<file path="config.mk">
export PLATFORM = sky130hd
export DESIGN_NAME = ssp_regs
export DESIGN_NICKNAME = d
export VERILOG_FILES = /design/src/ssp_pkg.sv /design/src/ssp_regs.sv
export VERILOG_INCLUDE_DIRS = /design/src
export SDC_FILE = /design/constraint.sdc
export NUM_CORES = 1
export LEC_CHECK = 0
export ABC_AREA = 1
export BUFFER_PORTS_ARGS = -buffer_cell sky130_fd_sc_hd__buf_2
export CAP_MARGIN = 20
export CORE_MARGIN = 2
export CORE_UTILIZATION = 51
export DETAILED_ROUTE_END_ITERATION = 16
export PLACE_DENSITY = 0.81
export SETUP_SLACK_MARGIN = 0.1
export SLEW_MARGIN = 5
export SYNTH_ARGS = -nofsm -noshare
export SYNTH_HDL_FRONTEND = slang
export SYNTH_SLANG_ARGS = --single-unit
</file>
<file path="constraint.sdc">
create_clock -name i_clock -period 1.9 [get_ports i_clock]
set_input_delay 0 -clock i_clock [delete_from_list [all_inputs] [get_ports i_clock]]
set_output_delay 0 -clock i_clock [all_outputs]
set_load 0.05 [all_outputs]
</file>
<file path="src/ssp_cfg.svh">
`ifndef SSP_CFG_SVH
`define SSP_CFG_SVH

// register indices; byte address is four times the index
`define SSP_IDX_DATA      12'h18C
`define SSP_IDX_DIV       12'h18D
`define SSP_IDX_MASK      12'h18E
`define SSP_IDX_STAT      12'h18F
`define SSP_IDX_CTRL      12'h190

// reset values
`define SSP_RST_DATA      8'h00
`define SSP_RST_DIV       8'h00
`define SSP_RST_MASK      8'hFF
`define SSP_RST_STAT      8'h00
`define SSP_RST_CTRL      8'h00

// status field positions
`define SSP_ST_SMP        7
`define SSP_ST_CKE        6
`define SSP_ST_DA         5
`define SSP_ST_STOP       4
`define SSP_ST_START      3
`define SSP_ST_RW         2
`define SSP_ST_UA         1
`define SSP_ST_BF         0

// control field positions
`define SSP_CT_EN         5
`define SSP_CT_MODE_HI    3
`define SSP_CT_MODE_LO    0

// serial clock period is (n+1) times this many system clocks
`define SSP_OSC_PER_TICK  4
`define SSP_MIN_DIV       8'h03

`endif

</file>
<file path="src/ssp_pkg.sv">
`default_nettype none

package ssp_pkg;

  // operating mode, as held in the control register
  typedef enum logic [3:0] {
    SSP_SPI_HOST_0   = 4'h0,
    SSP_SPI_HOST_1   = 4'h1,
    SSP_SPI_HOST_2   = 4'h2,
    SSP_SPI_HOST_3   = 4'h3,
    SSP_SPI_CLIENT_0 = 4'h4,
    SSP_SPI_CLIENT_1 = 4'h5,
    SSP_I2C_HOST     = 4'h8,
    SSP_SPI_HOST_DIV = 4'hA,
    SSP_I2C_FW_HOST  = 4'hB,
    SSP_I2C_CL_7B    = 4'hE,
    SSP_I2C_CL_10B   = 4'hF
  } ssp_mode_t;

  // bus slave handshake phase
  typedef enum logic [1:0] {
    SSP_BUS_IDLE = 2'b01,
    SSP_BUS_ACK  = 2'b10
  } ssp_bus_t;

endpackage : ssp_pkg

`default_nettype wire

</file>
<file path="src/ssp_regs.sv">
`include "ssp_cfg.svh"
`default_nettype none

// Overview of operation
// - one 8-bit read/write buffer holds both outgoing and received byte
// - host modes: serial clock period is (n+1) times 4 system clocks
// - 10-bit client high phase: register bits 2:1 give address bits 9:8
// - 10-bit client low phase: all register bits give address bits 7:0
// - 7-bit client: register bits 7:1 are own address, bit 0 ignored
// - client: mask bits 7:1 set compare, cleared exclude that address bit
// - mask bit 0 applies to address bit 0 only in 10-bit client mode
// - spi host: sample phase 1 samples at end, 0 at middle
// - i2c: sample phase 1 disables slew control, 0 enables it
// - spi: edge select 1 shifts on active-to-idle, 0 on idle-to-active
// - i2c: edge select 1 picks smbus input levels, 0 normal levels
// - i2c client: data/address flag 1 after data byte, 0 after address
// - i2c: stop flag set when last condition seen was a stop
// - i2c: start flag set when last condition seen was a start
// - i2c client: direction flag 1 for read, 0 for write
// - i2c host: direction flag 1 while transmit in progress
// - address refresh flag has meaning only in 10-bit client mode
// - 10-bit client: refresh flag asks software to reload own address
// - buffer full set on transmit or completed receive, cleared after
// - start and stop flags clear on reset and when port disabled
// - client direction holds from address match until start, stop, nack
module ssp_regs (
  input  wire logic        i_clock,          // system clock
  input  wire logic        i_rst_n,          // async reset, active low
  // avalon-mm slave
  input  wire logic [11:0] i_avs_address,    // byte address
  input  wire logic        i_avs_read,       // read strobe
  input  wire logic        i_avs_write,      // write strobe
  input  wire logic [31:0] i_avs_writedata,  // write data
  input  wire logic [3:0]  i_avs_byteenable, // byte lanes
  output logic      [31:0] o_avs_readdata,   // read data
  output logic             o_avs_waitrequest,// stall
  // events from the serial engine
  input  wire logic        i_start_det,      // start condition seen
  input  wire logic        i_stop_det,       // stop condition seen
  input  wire logic        i_nack_det,       // not-ack bit seen
  input  wire logic        i_addr_byte,      // address byte done
  input  wire logic        i_data_byte,      // data byte done
  input  wire logic [7:0]  i_rx_addr,        // received address byte
  input  wire logic        i_addr_high,      // 10-bit high phase active
  input  wire logic        i_rx_done,        // receive complete
  input  wire logic [7:0]  i_rx_byte,        // received byte
  input  wire logic        i_tx_done,        // transmit complete
  input  wire logic        i_host_busy,      // host transmit running
  input  wire logic        i_addr_reload,    // engine wants new address
  // controls to the serial engine and pads
  output logic             o_port_enable,    // port enabled
  output logic      [3:0]  o_mode,           // mode select
  output logic      [7:0]  o_tx_byte,        // byte to shift out
  output logic             o_tx_start,       // buffer written, pulse
  output logic             o_serial_clk,     // host serial clock
  output logic             o_addr_match,     // client address match
  output logic             o_sample_at_end,  // spi host late sample
  output logic             o_tx_active_idle, // spi shift edge select
  output logic             o_slew_ctl_en,    // i2c pad slew control
  output logic             o_smbus_levels    // i2c smbus thresholds
);

  // masked equality, used for every phase of the address compare
  function automatic logic masked_eq(input logic [7:0] a, input logic [7:0] b,
                                     input logic [7:0] m);
    masked_eq = (((a ^ b) & m) == 8'h00);
  endfunction : masked_eq

  // decode of a byte address to a register index hit
  function automatic logic hit(input logic [11:0] addr, input logic [11:0] idx);
    hit = (addr == {idx[9:0], 2'b00});
  endfunction : hit

  // register and handshake state
  ssp_pkg::ssp_bus_t bus_q, bus_d;
  logic [31:0] rdata_q, rdata_d;
  logic [7:0]  data_q, data_d;
  logic [7:0]  div_q, div_d;
  logic [7:0]  mask_q, mask_d;
  logic [7:0]  ctrl_q, ctrl_d;
  logic        smp_q, smp_d;
  logic        cke_q, cke_d;
  logic        da_q, da_d;
  logic        stop_q, stop_d;
  logic        start_q, start_d;
  logic        rw_q, rw_d;
  logic        ua_q, ua_d;
  logic        bf_q, bf_d;
  logic        txs_q, txs_d;
  logic [7:0]  brg_q, brg_d;
  logic        pre_q, pre_d;
  logic        sclk_q, sclk_d;

  // mode decode
  ssp_pkg::ssp_mode_t mode;
  logic spi_host;
  logic spi_mode;
  logic i2c_host;
  logic i2c_client;
  logic i2c_mode;
  logic ten_bit;
  logic enable;

  assign mode       = ssp_pkg::ssp_mode_t'(ctrl_q[`SSP_CT_MODE_HI:`SSP_CT_MODE_LO]);
  assign enable     = ctrl_q[`SSP_CT_EN];
  assign spi_host   = (ctrl_q[3:2] == 2'b00) || (mode == ssp_pkg::SSP_SPI_HOST_DIV);
  assign spi_mode   = spi_host || (mode == ssp_pkg::SSP_SPI_CLIENT_0) ||
                      (mode == ssp_pkg::SSP_SPI_CLIENT_1);
  assign i2c_host   = (mode == ssp_pkg::SSP_I2C_HOST) || (mode == ssp_pkg::SSP_I2C_FW_HOST);
  assign ten_bit    = (mode == ssp_pkg::SSP_I2C_CL_10B);
  assign i2c_client = ten_bit || (mode == ssp_pkg::SSP_I2C_CL_7B);
  assign i2c_mode   = i2c_host || i2c_client;

  // bus access qualifiers; a write lands only on the acknowledge edge
  logic req;
  logic acc;
  logic wr;
  logic rd;
  assign req = i_avs_read || i_avs_write;
  assign acc = req && (bus_q == ssp_pkg::SSP_BUS_ACK);
  assign wr  = acc && i_avs_write && i_avs_byteenable[0];
  assign rd  = acc && i_avs_read;
  assign o_avs_waitrequest = req && (bus_q != ssp_pkg::SSP_BUS_ACK);

  // one wait cycle per access; read data captured then so it stands at the ack
  always_comb
  begin
    bus_d   = ssp_pkg::SSP_BUS_IDLE;
    rdata_d = rdata_q;
    case (bus_q)
      ssp_pkg::SSP_BUS_IDLE:
      begin
        if (req)
        begin
          bus_d   = ssp_pkg::SSP_BUS_ACK;
          rdata_d = 32'h0000_0000; // unmapped reads return zero
          if (hit(i_avs_address, `SSP_IDX_DATA))
            rdata_d[7:0] = data_q;
          else if (hit(i_avs_address, `SSP_IDX_DIV))
            rdata_d[7:0] = div_q;
          else if (hit(i_avs_address, `SSP_IDX_MASK))
            rdata_d[7:0] = mask_q;
          else if (hit(i_avs_address, `SSP_IDX_STAT))
            rdata_d[7:0] = {smp_q, cke_q, da_q, stop_q, start_q, rw_q, ua_q, bf_q};
          else if (hit(i_avs_address, `SSP_IDX_CTRL))
            rdata_d[7:0] = ctrl_q;
        end
      end
      ssp_pkg::SSP_BUS_ACK:
        bus_d = ssp_pkg::SSP_BUS_IDLE;
      default:
        bus_d = ssp_pkg::SSP_BUS_IDLE;
    endcase
  end

  // software-written registers; unmapped writes fall through untouched
  always_comb
  begin
    div_d  = div_q;
    mask_d = mask_q;
    ctrl_d = ctrl_q;
    smp_d  = smp_q;
    cke_d  = cke_q;
    if (wr && hit(i_avs_address, `SSP_IDX_DIV))
      div_d = i_avs_writedata[7:0];
    if (wr && hit(i_avs_address, `SSP_IDX_MASK))
      mask_d = i_avs_writedata[7:0];
    if (wr && hit(i_avs_address, `SSP_IDX_CTRL))
      ctrl_d = i_avs_writedata[7:0];
    if (wr && hit(i_avs_address, `SSP_IDX_STAT))
    begin
      // only the two select bits are writable here
      smp_d = i_avs_writedata[`SSP_ST_SMP];
      cke_d = i_avs_writedata[`SSP_ST_CKE];
    end
  end

  // shared data byte: software write loads the outgoing byte, receive the incoming
  always_comb
  begin
    data_d = data_q;
    txs_d  = 1'b0;
    if (wr && hit(i_avs_address, `SSP_IDX_DATA))
    begin
      data_d = i_avs_writedata[7:0];
      txs_d  = enable;
    end
    else if (i_rx_done && enable)
      data_d = i_rx_byte;
  end

  // buffer full: setting events beat the clearing ones in the same cycle
  always_comb
  begin
    bf_d = bf_q;
    if (!enable)
      bf_d = 1'b0;
    else if (txs_d || i_rx_done)
      bf_d = 1'b1;
    else if (i_tx_done || (rd && hit(i_avs_address, `SSP_IDX_DATA)))
      bf_d = 1'b0;
  end

  // bus condition flags; only the latest condition is shown
  always_comb
  begin
    start_d = start_q;
    stop_d  = stop_q;
    if (!enable)
    begin
      start_d = 1'b0;
      stop_d  = 1'b0;
    end
    else if (i2c_mode && i_stop_det)
    begin
      stop_d  = 1'b1;
      start_d = 1'b0;
    end
    else if (i2c_mode && i_start_det)
    begin
      start_d = 1'b1;
      stop_d  = 1'b0;
    end
  end

  // data/address kind of the last byte in client mode
  always_comb
  begin
    da_d = da_q;
    if (!enable)
      da_d = 1'b0;
    else if (i2c_client && i_data_byte)
      da_d = 1'b1;
    else if (i2c_client && i_addr_byte)
      da_d = 1'b0;
  end

  // direction: client latches r/w on match, host shows transmit activity
  always_comb
  begin
    rw_d = rw_q;
    if (!enable)
      rw_d = 1'b0;
    else if (i2c_host)
      rw_d = i_host_busy;
    else if (i2c_client && i_addr_byte && o_addr_match && !i_addr_high)
      rw_d = i_rx_addr[0];
    else if (i2c_client && (i_start_det || i_stop_det || i_nack_det))
      rw_d = 1'b0;
  end

  // address refresh request; a write to the divider register satisfies it
  always_comb
  begin
    ua_d = ua_q;
    if (!enable || !ten_bit)
      ua_d = 1'b0;
    else if (i_addr_reload)
      ua_d = 1'b1;
    else if (wr && hit(i_avs_address, `SSP_IDX_DIV))
      ua_d = 1'b0;
  end

  // address compare in the three client phases
  always_comb
  begin
    o_addr_match = 1'b0;
    if (i2c_client && enable)
    begin
      if (!ten_bit)
        // bit 0 carries r/w, so it never takes part
        o_addr_match = masked_eq(i_rx_addr, div_q, {mask_q[7:1], 1'b0});
      else if (i_addr_high)
        o_addr_match = masked_eq(i_rx_addr, div_q, {5'h00, mask_q[2:1], 1'b0});
      else
        o_addr_match = masked_eq(i_rx_addr, div_q, mask_q);
    end
  end

  // baud generator: half period is 2*(n+1) clocks, so full period is 4*(n+1)
  // divider values below the minimum are not trapped; software keeps n >= 3
  logic brg_run;
  assign brg_run = enable && (spi_host || i2c_host) && (i_host_busy || bf_q);

  always_comb
  begin
    brg_d  = brg_q;
    pre_d  = 1'b0;
    sclk_d = sclk_q;
    if (!brg_run)
    begin
      brg_d  = div_q;
      sclk_d = 1'b0;
    end
    else
    begin
      pre_d = ~pre_q; // prescale by two
      if (pre_q)
      begin
        if (brg_q == 8'h00)
        begin
          brg_d  = div_q;
          sclk_d = ~sclk_q;
        end
        else
          brg_d = brg_q - 8'h01;
      end
    end
  end

  // pad and sampling selects
  assign o_sample_at_end  = enable && spi_host && smp_q;
  assign o_tx_active_idle = spi_mode && cke_q;
  assign o_slew_ctl_en    = i2c_mode && !smp_q;
  assign o_smbus_levels   = i2c_mode && cke_q;
  assign o_port_enable    = enable;
  assign o_mode           = ctrl_q[`SSP_CT_MODE_HI:`SSP_CT_MODE_LO];
  assign o_tx_byte        = data_q;
  assign o_tx_start       = txs_q;
  assign o_serial_clk     = sclk_q;
  assign o_avs_readdata   = rdata_q;

  // state registers
  always_ff @(posedge i_clock or negedge i_rst_n)
  begin
    if (!i_rst_n)
    begin
      bus_q   <= ssp_pkg::SSP_BUS_IDLE;
      rdata_q <= 32'h0000_0000;
      data_q  <= `SSP_RST_DATA;
      div_q   <= `SSP_RST_DIV;
      mask_q  <= `SSP_RST_MASK;
      ctrl_q  <= `SSP_RST_CTRL;
      smp_q   <= 1'b0;
      cke_q   <= 1'b0;
      da_q    <= 1'b0;
      stop_q  <= 1'b0;
      start_q <= 1'b0;
      rw_q    <= 1'b0;
      ua_q    <= 1'b0;
      bf_q    <= 1'b0;
      txs_q   <= 1'b0;
      brg_q   <= 8'h00;
      pre_q   <= 1'b0;
      sclk_q  <= 1'b0;
    end
    else
    begin
      bus_q   <= bus_d;
      rdata_q <= rdata_d;
      data_q  <= data_d;
      div_q   <= div_d;
      mask_q  <= mask_d;
      ctrl_q  <= ctrl_d;
      smp_q   <= smp_d;
      cke_q   <= cke_d;
      da_q    <= da_d;
      stop_q  <= stop_d;
      start_q <= start_d;
      rw_q    <= rw_d;
      ua_q    <= ua_d;
      bf_q    <= bf_d;
      txs_q   <= txs_d;
      brg_q   <= brg_d;
      pre_q   <= pre_d;
      sclk_q  <= sclk_d;
    end
  end

endmodule : ssp_regs

`default_nettype wire

</file>
==> out/qor.yml <==
critical_path:
  worstPathRequired_ps: 2130
  r2r_cells: 9
  timing.rr.start: "ctrl_q[0]$_DFFE_PN0P_"
  crit_chain: "inv_2 -> nor2_1 -> nor2_1 -> nand2_2 -> nand2_2 -> nand2_1 -> nand2_1 -> a21oi_1 -> dlygate4sd3_1"
  path_delay_family: "buffers and inverters"
  startpoint: "ctrl_q[0]$_DFFE_PN0P_"
  reg2reg_to: "stop_q$_DFFE_PN0P_"
  path_buf_inv: 2
  critPathArrivalTime_ps: 1960
  start_kind: "flop"
  crit_slowest_cell: "dlygate4sd3_1"
  path_class: "reg2reg"
  cp_max_fo: 5
  crit_path_max_incr_delay_ps: 560
  rrSetupSlack_ps: 170
  path_depth: 9
  crit_end: "stop_q$_DFFE_PN0P_"
  critPathCaptureType: "flop"
clocking:
  cts-root-buf: "clkbuf_8"
  cts_tree: "done"
  clock_latency_ps: 350
  numCtsBuffers: 9
  clock_sinks: 61
  cts_max_level: 3
  cts.path.max_buffers: 2
  clk_pin_slew_ps: 70
synth:
  syn_area_mm2: 0.00378
  ys_ff_latch: 61
  avgSynthCellArea_um2: 7.72
  async_reset_ff_share_pct: 100
  synth_warnings: 0
  yosysUniqueCellTypes: 42
  synth-edff-count: 0
  synthCells: 489
  ys_seq_area_share_pct: 40.7
  ys.flop_type: "dfrtp_1"
placed_design:
  placed_area_mm2: 0.00413
  dp.final_hpwl_mm: 6.97
  place_inst: 657
  place.port_buffers: 79
  gp_congestion: 0.916
  dp_slack_ps: 210
power:
  p_leak_nw: 2.40
  total_power_mw: 2.82
  p_sw_share_pct: 31.0
  pwr-share-clk_pct: 38.1
  power_frac_seq_pct: 47.3
  power.internal_mw: 1.95
  p_comb_share_pct: 14.5
  switching_power_uw: 876
  power.density_mw_per_mm2: 619
  ir_worst_vdd_mv: 0.425
detailed_routing:
  wl_per_cell_um: 13.7
  wl_mm: 9.53
  drt-initial-drc-count: 199
  dr.pass1.iters: 5
  drcViolationCount: 0
  vias: 3558
  viasPerCell: 5.10
  antenna_left: 0
timing:
  fin_crit_ps: 1730
  timing.final.hold_violations: 0
  fin_crit_sh_pct: 90.9
  maxClockFrequency_mhz: 579
  setup_ws_ps: 173
  final.setup.tns_ps: 0
  worstMarginPinSlew_ps: 759
  slew_violations: 0
  final.setup_skew_ps: 9.34
  setup_viol: 0
  rsz0062_at_grt: "yes"
  slew_headroom_pct: 49.4
global_route:
  antenna_found_initial: 0
  grt_start_max_net_pins: 62
  overflow: 0
  grt_pass1_vias: 3416
  grt_pass1_wl_mm: 15.8
  grtUsageTotal_pct: 24.3
floorplan:
  die_area_mm2: 0.00811
  io_pins: 131
  start_util_pct: 52.4
  die_y_um: 90.1
  coreArea_mm2: 0.00721
  rows: 31
  die_w_um: 90.1
worst_hold_path:
  min_path_type: "in2reg"
final_layout:
  drive_gt1_share_pct: 29.1
  fin_cells: 697
  design_area_mm2: 0.00456
  layout.nets: 673
  diodes: 0
  fillers: 611
  synthToLayoutAreaGrowth_pct: 20.8
job:
  max-cap-violations: 0
outcome:
  status: "finished, final reports clean"
worst register-to-register path, cell delays in order (launching register included):
cell and delay [ps]:
dfrtp_1 420, inv_2 90, nor2_1 50, nor2_1 110, nand2_2 110, nand2_2 110, nand2_1 60, nand2_1 50
a21oi_1 50, dlygate4sd3_1 560
placed cells by master, fill, tap and decap left out, types with 11 or more instances in the layout:
cell             n
nand3_1         29
inv_1           51
nand2_1        151
buf_2           78
conb_1          24
dlygate4sd3_1   19
nor2_1          32
o21ai_2         16
o21ai_1         16
dfrtp_1         49
o21ai_0         11
repair_timing:
action | 4_1_cts | 5_1_grt
gates resized for setup | 3 | 7
hold endpoints to repair | 63 | 0
hold buffers | 19 | 0
setup buffers | 0 | 5
endpoints found under the setup margin | 1 | 6
power groups by stage:
stage | Clock [mW] | Combinational, mW | Sequential (mW)
after global placement | 0 | 0.372 | 1.36
after global routing | 1.14 | 0.447 | 1.34
after detailed placement | 0 | 0.380 | 1.36
after floorplan | 0 | 0.270 | 1.36
final | 1.08 | 0.411 | 1.34
after CTS | 1.08 | 0.408 | 1.34
routing by layer:
layer  track usage, %  up-vias  part of all wire, %
met2             39.6      131                   48
met5                0        -                    0
met3             4.11       18                  4.9
li1                 -     1729                    -
met1             31.2     1680                   44
met4             12.6        0                  2.8
synth_stat cells (7+ instances only):
cell | number | area [um^2]
buf_4 | 28 | 210
dfrtp_1 | 52 | 1300
dfstp_2 | 9 | 236
inv_1 | 52 | 195
inv_2 | 7 | 26.3
nand2_1 | 152 | 571
nand2_2 | 8 | 50.1
nand3_1 | 30 | 150
nand4_1 | 10 | 62.6
nor2_1 | 33 | 124
nor3_1 | 7 | 35.0
o21ai_0 | 11 | 55.1
o21ai_1 | 16 | 80.1
o21ai_2 | 16 | 140
how the worst min path moves through the flow:
stage | endpoint | from | cells after the start
global placement | ctrl_q[1]$_DFFE_PN0P_ | i_rst_n | 2
finish | ua_q$_DFFE_PN0P_ | i_addr_reload | 3
floorplan | bf_q$_DFFE_PN0P_ | i_rst_n | 0
detailed placement | ctrl_q[2]$_DFFE_PN0P_ | i_rst_n | 2
CTS | ua_q$_DFFE_PN0P_ | i_addr_reload | 3
global route | ctrl_q[0]$_DFFE_PN0P_ | i_avs_writedata[0] | 3
area by class of cell:
class                           instances  area [um^2]  share of cell area (%)
Timing Repair Buffer                  107          653                    14.3
Sequential cell                        61         1540                    33.8
Clock buffer                           10          138                    3.02
Clock inverter                          6         47.5                    1.04
Inverter                               60          226                    4.96
Multi-Input combinational cell        354         1830                    40.2
Tap cell                               99          124                    2.71
sequential cells by signal (all words and copies together), names as in the netlist, 2 cells and up:
register and flops:
div_q 8, o_avs_readdata 8, ctrl_q 8, mask_q 8, bus_q 2, o_tx_byte 8, brg_q 8
through the flow:
step | utilization (%) | hold slack [ps]
floorplan | - | -296
global placement | 57.3 | 195
detailed placement | 57.3 | 202
CTS | 62.6 | 0.163
global route | 63.3 | 18.0
finish | 63.3 | 7.60
cell families after synthesis:
group / Yosys count / share of synthesized area (%)
xor+xnor: 4 / 0.927
flops: 61 / 40.7
simple gates: 259 / 32.3
compound gates: 65 / 11.9
fa+ha+maj: 2 / 0.662
other cells: 1 / 0.0993
buf+inv: 97 / 13.4
Power figures use the tool's default switching activity.
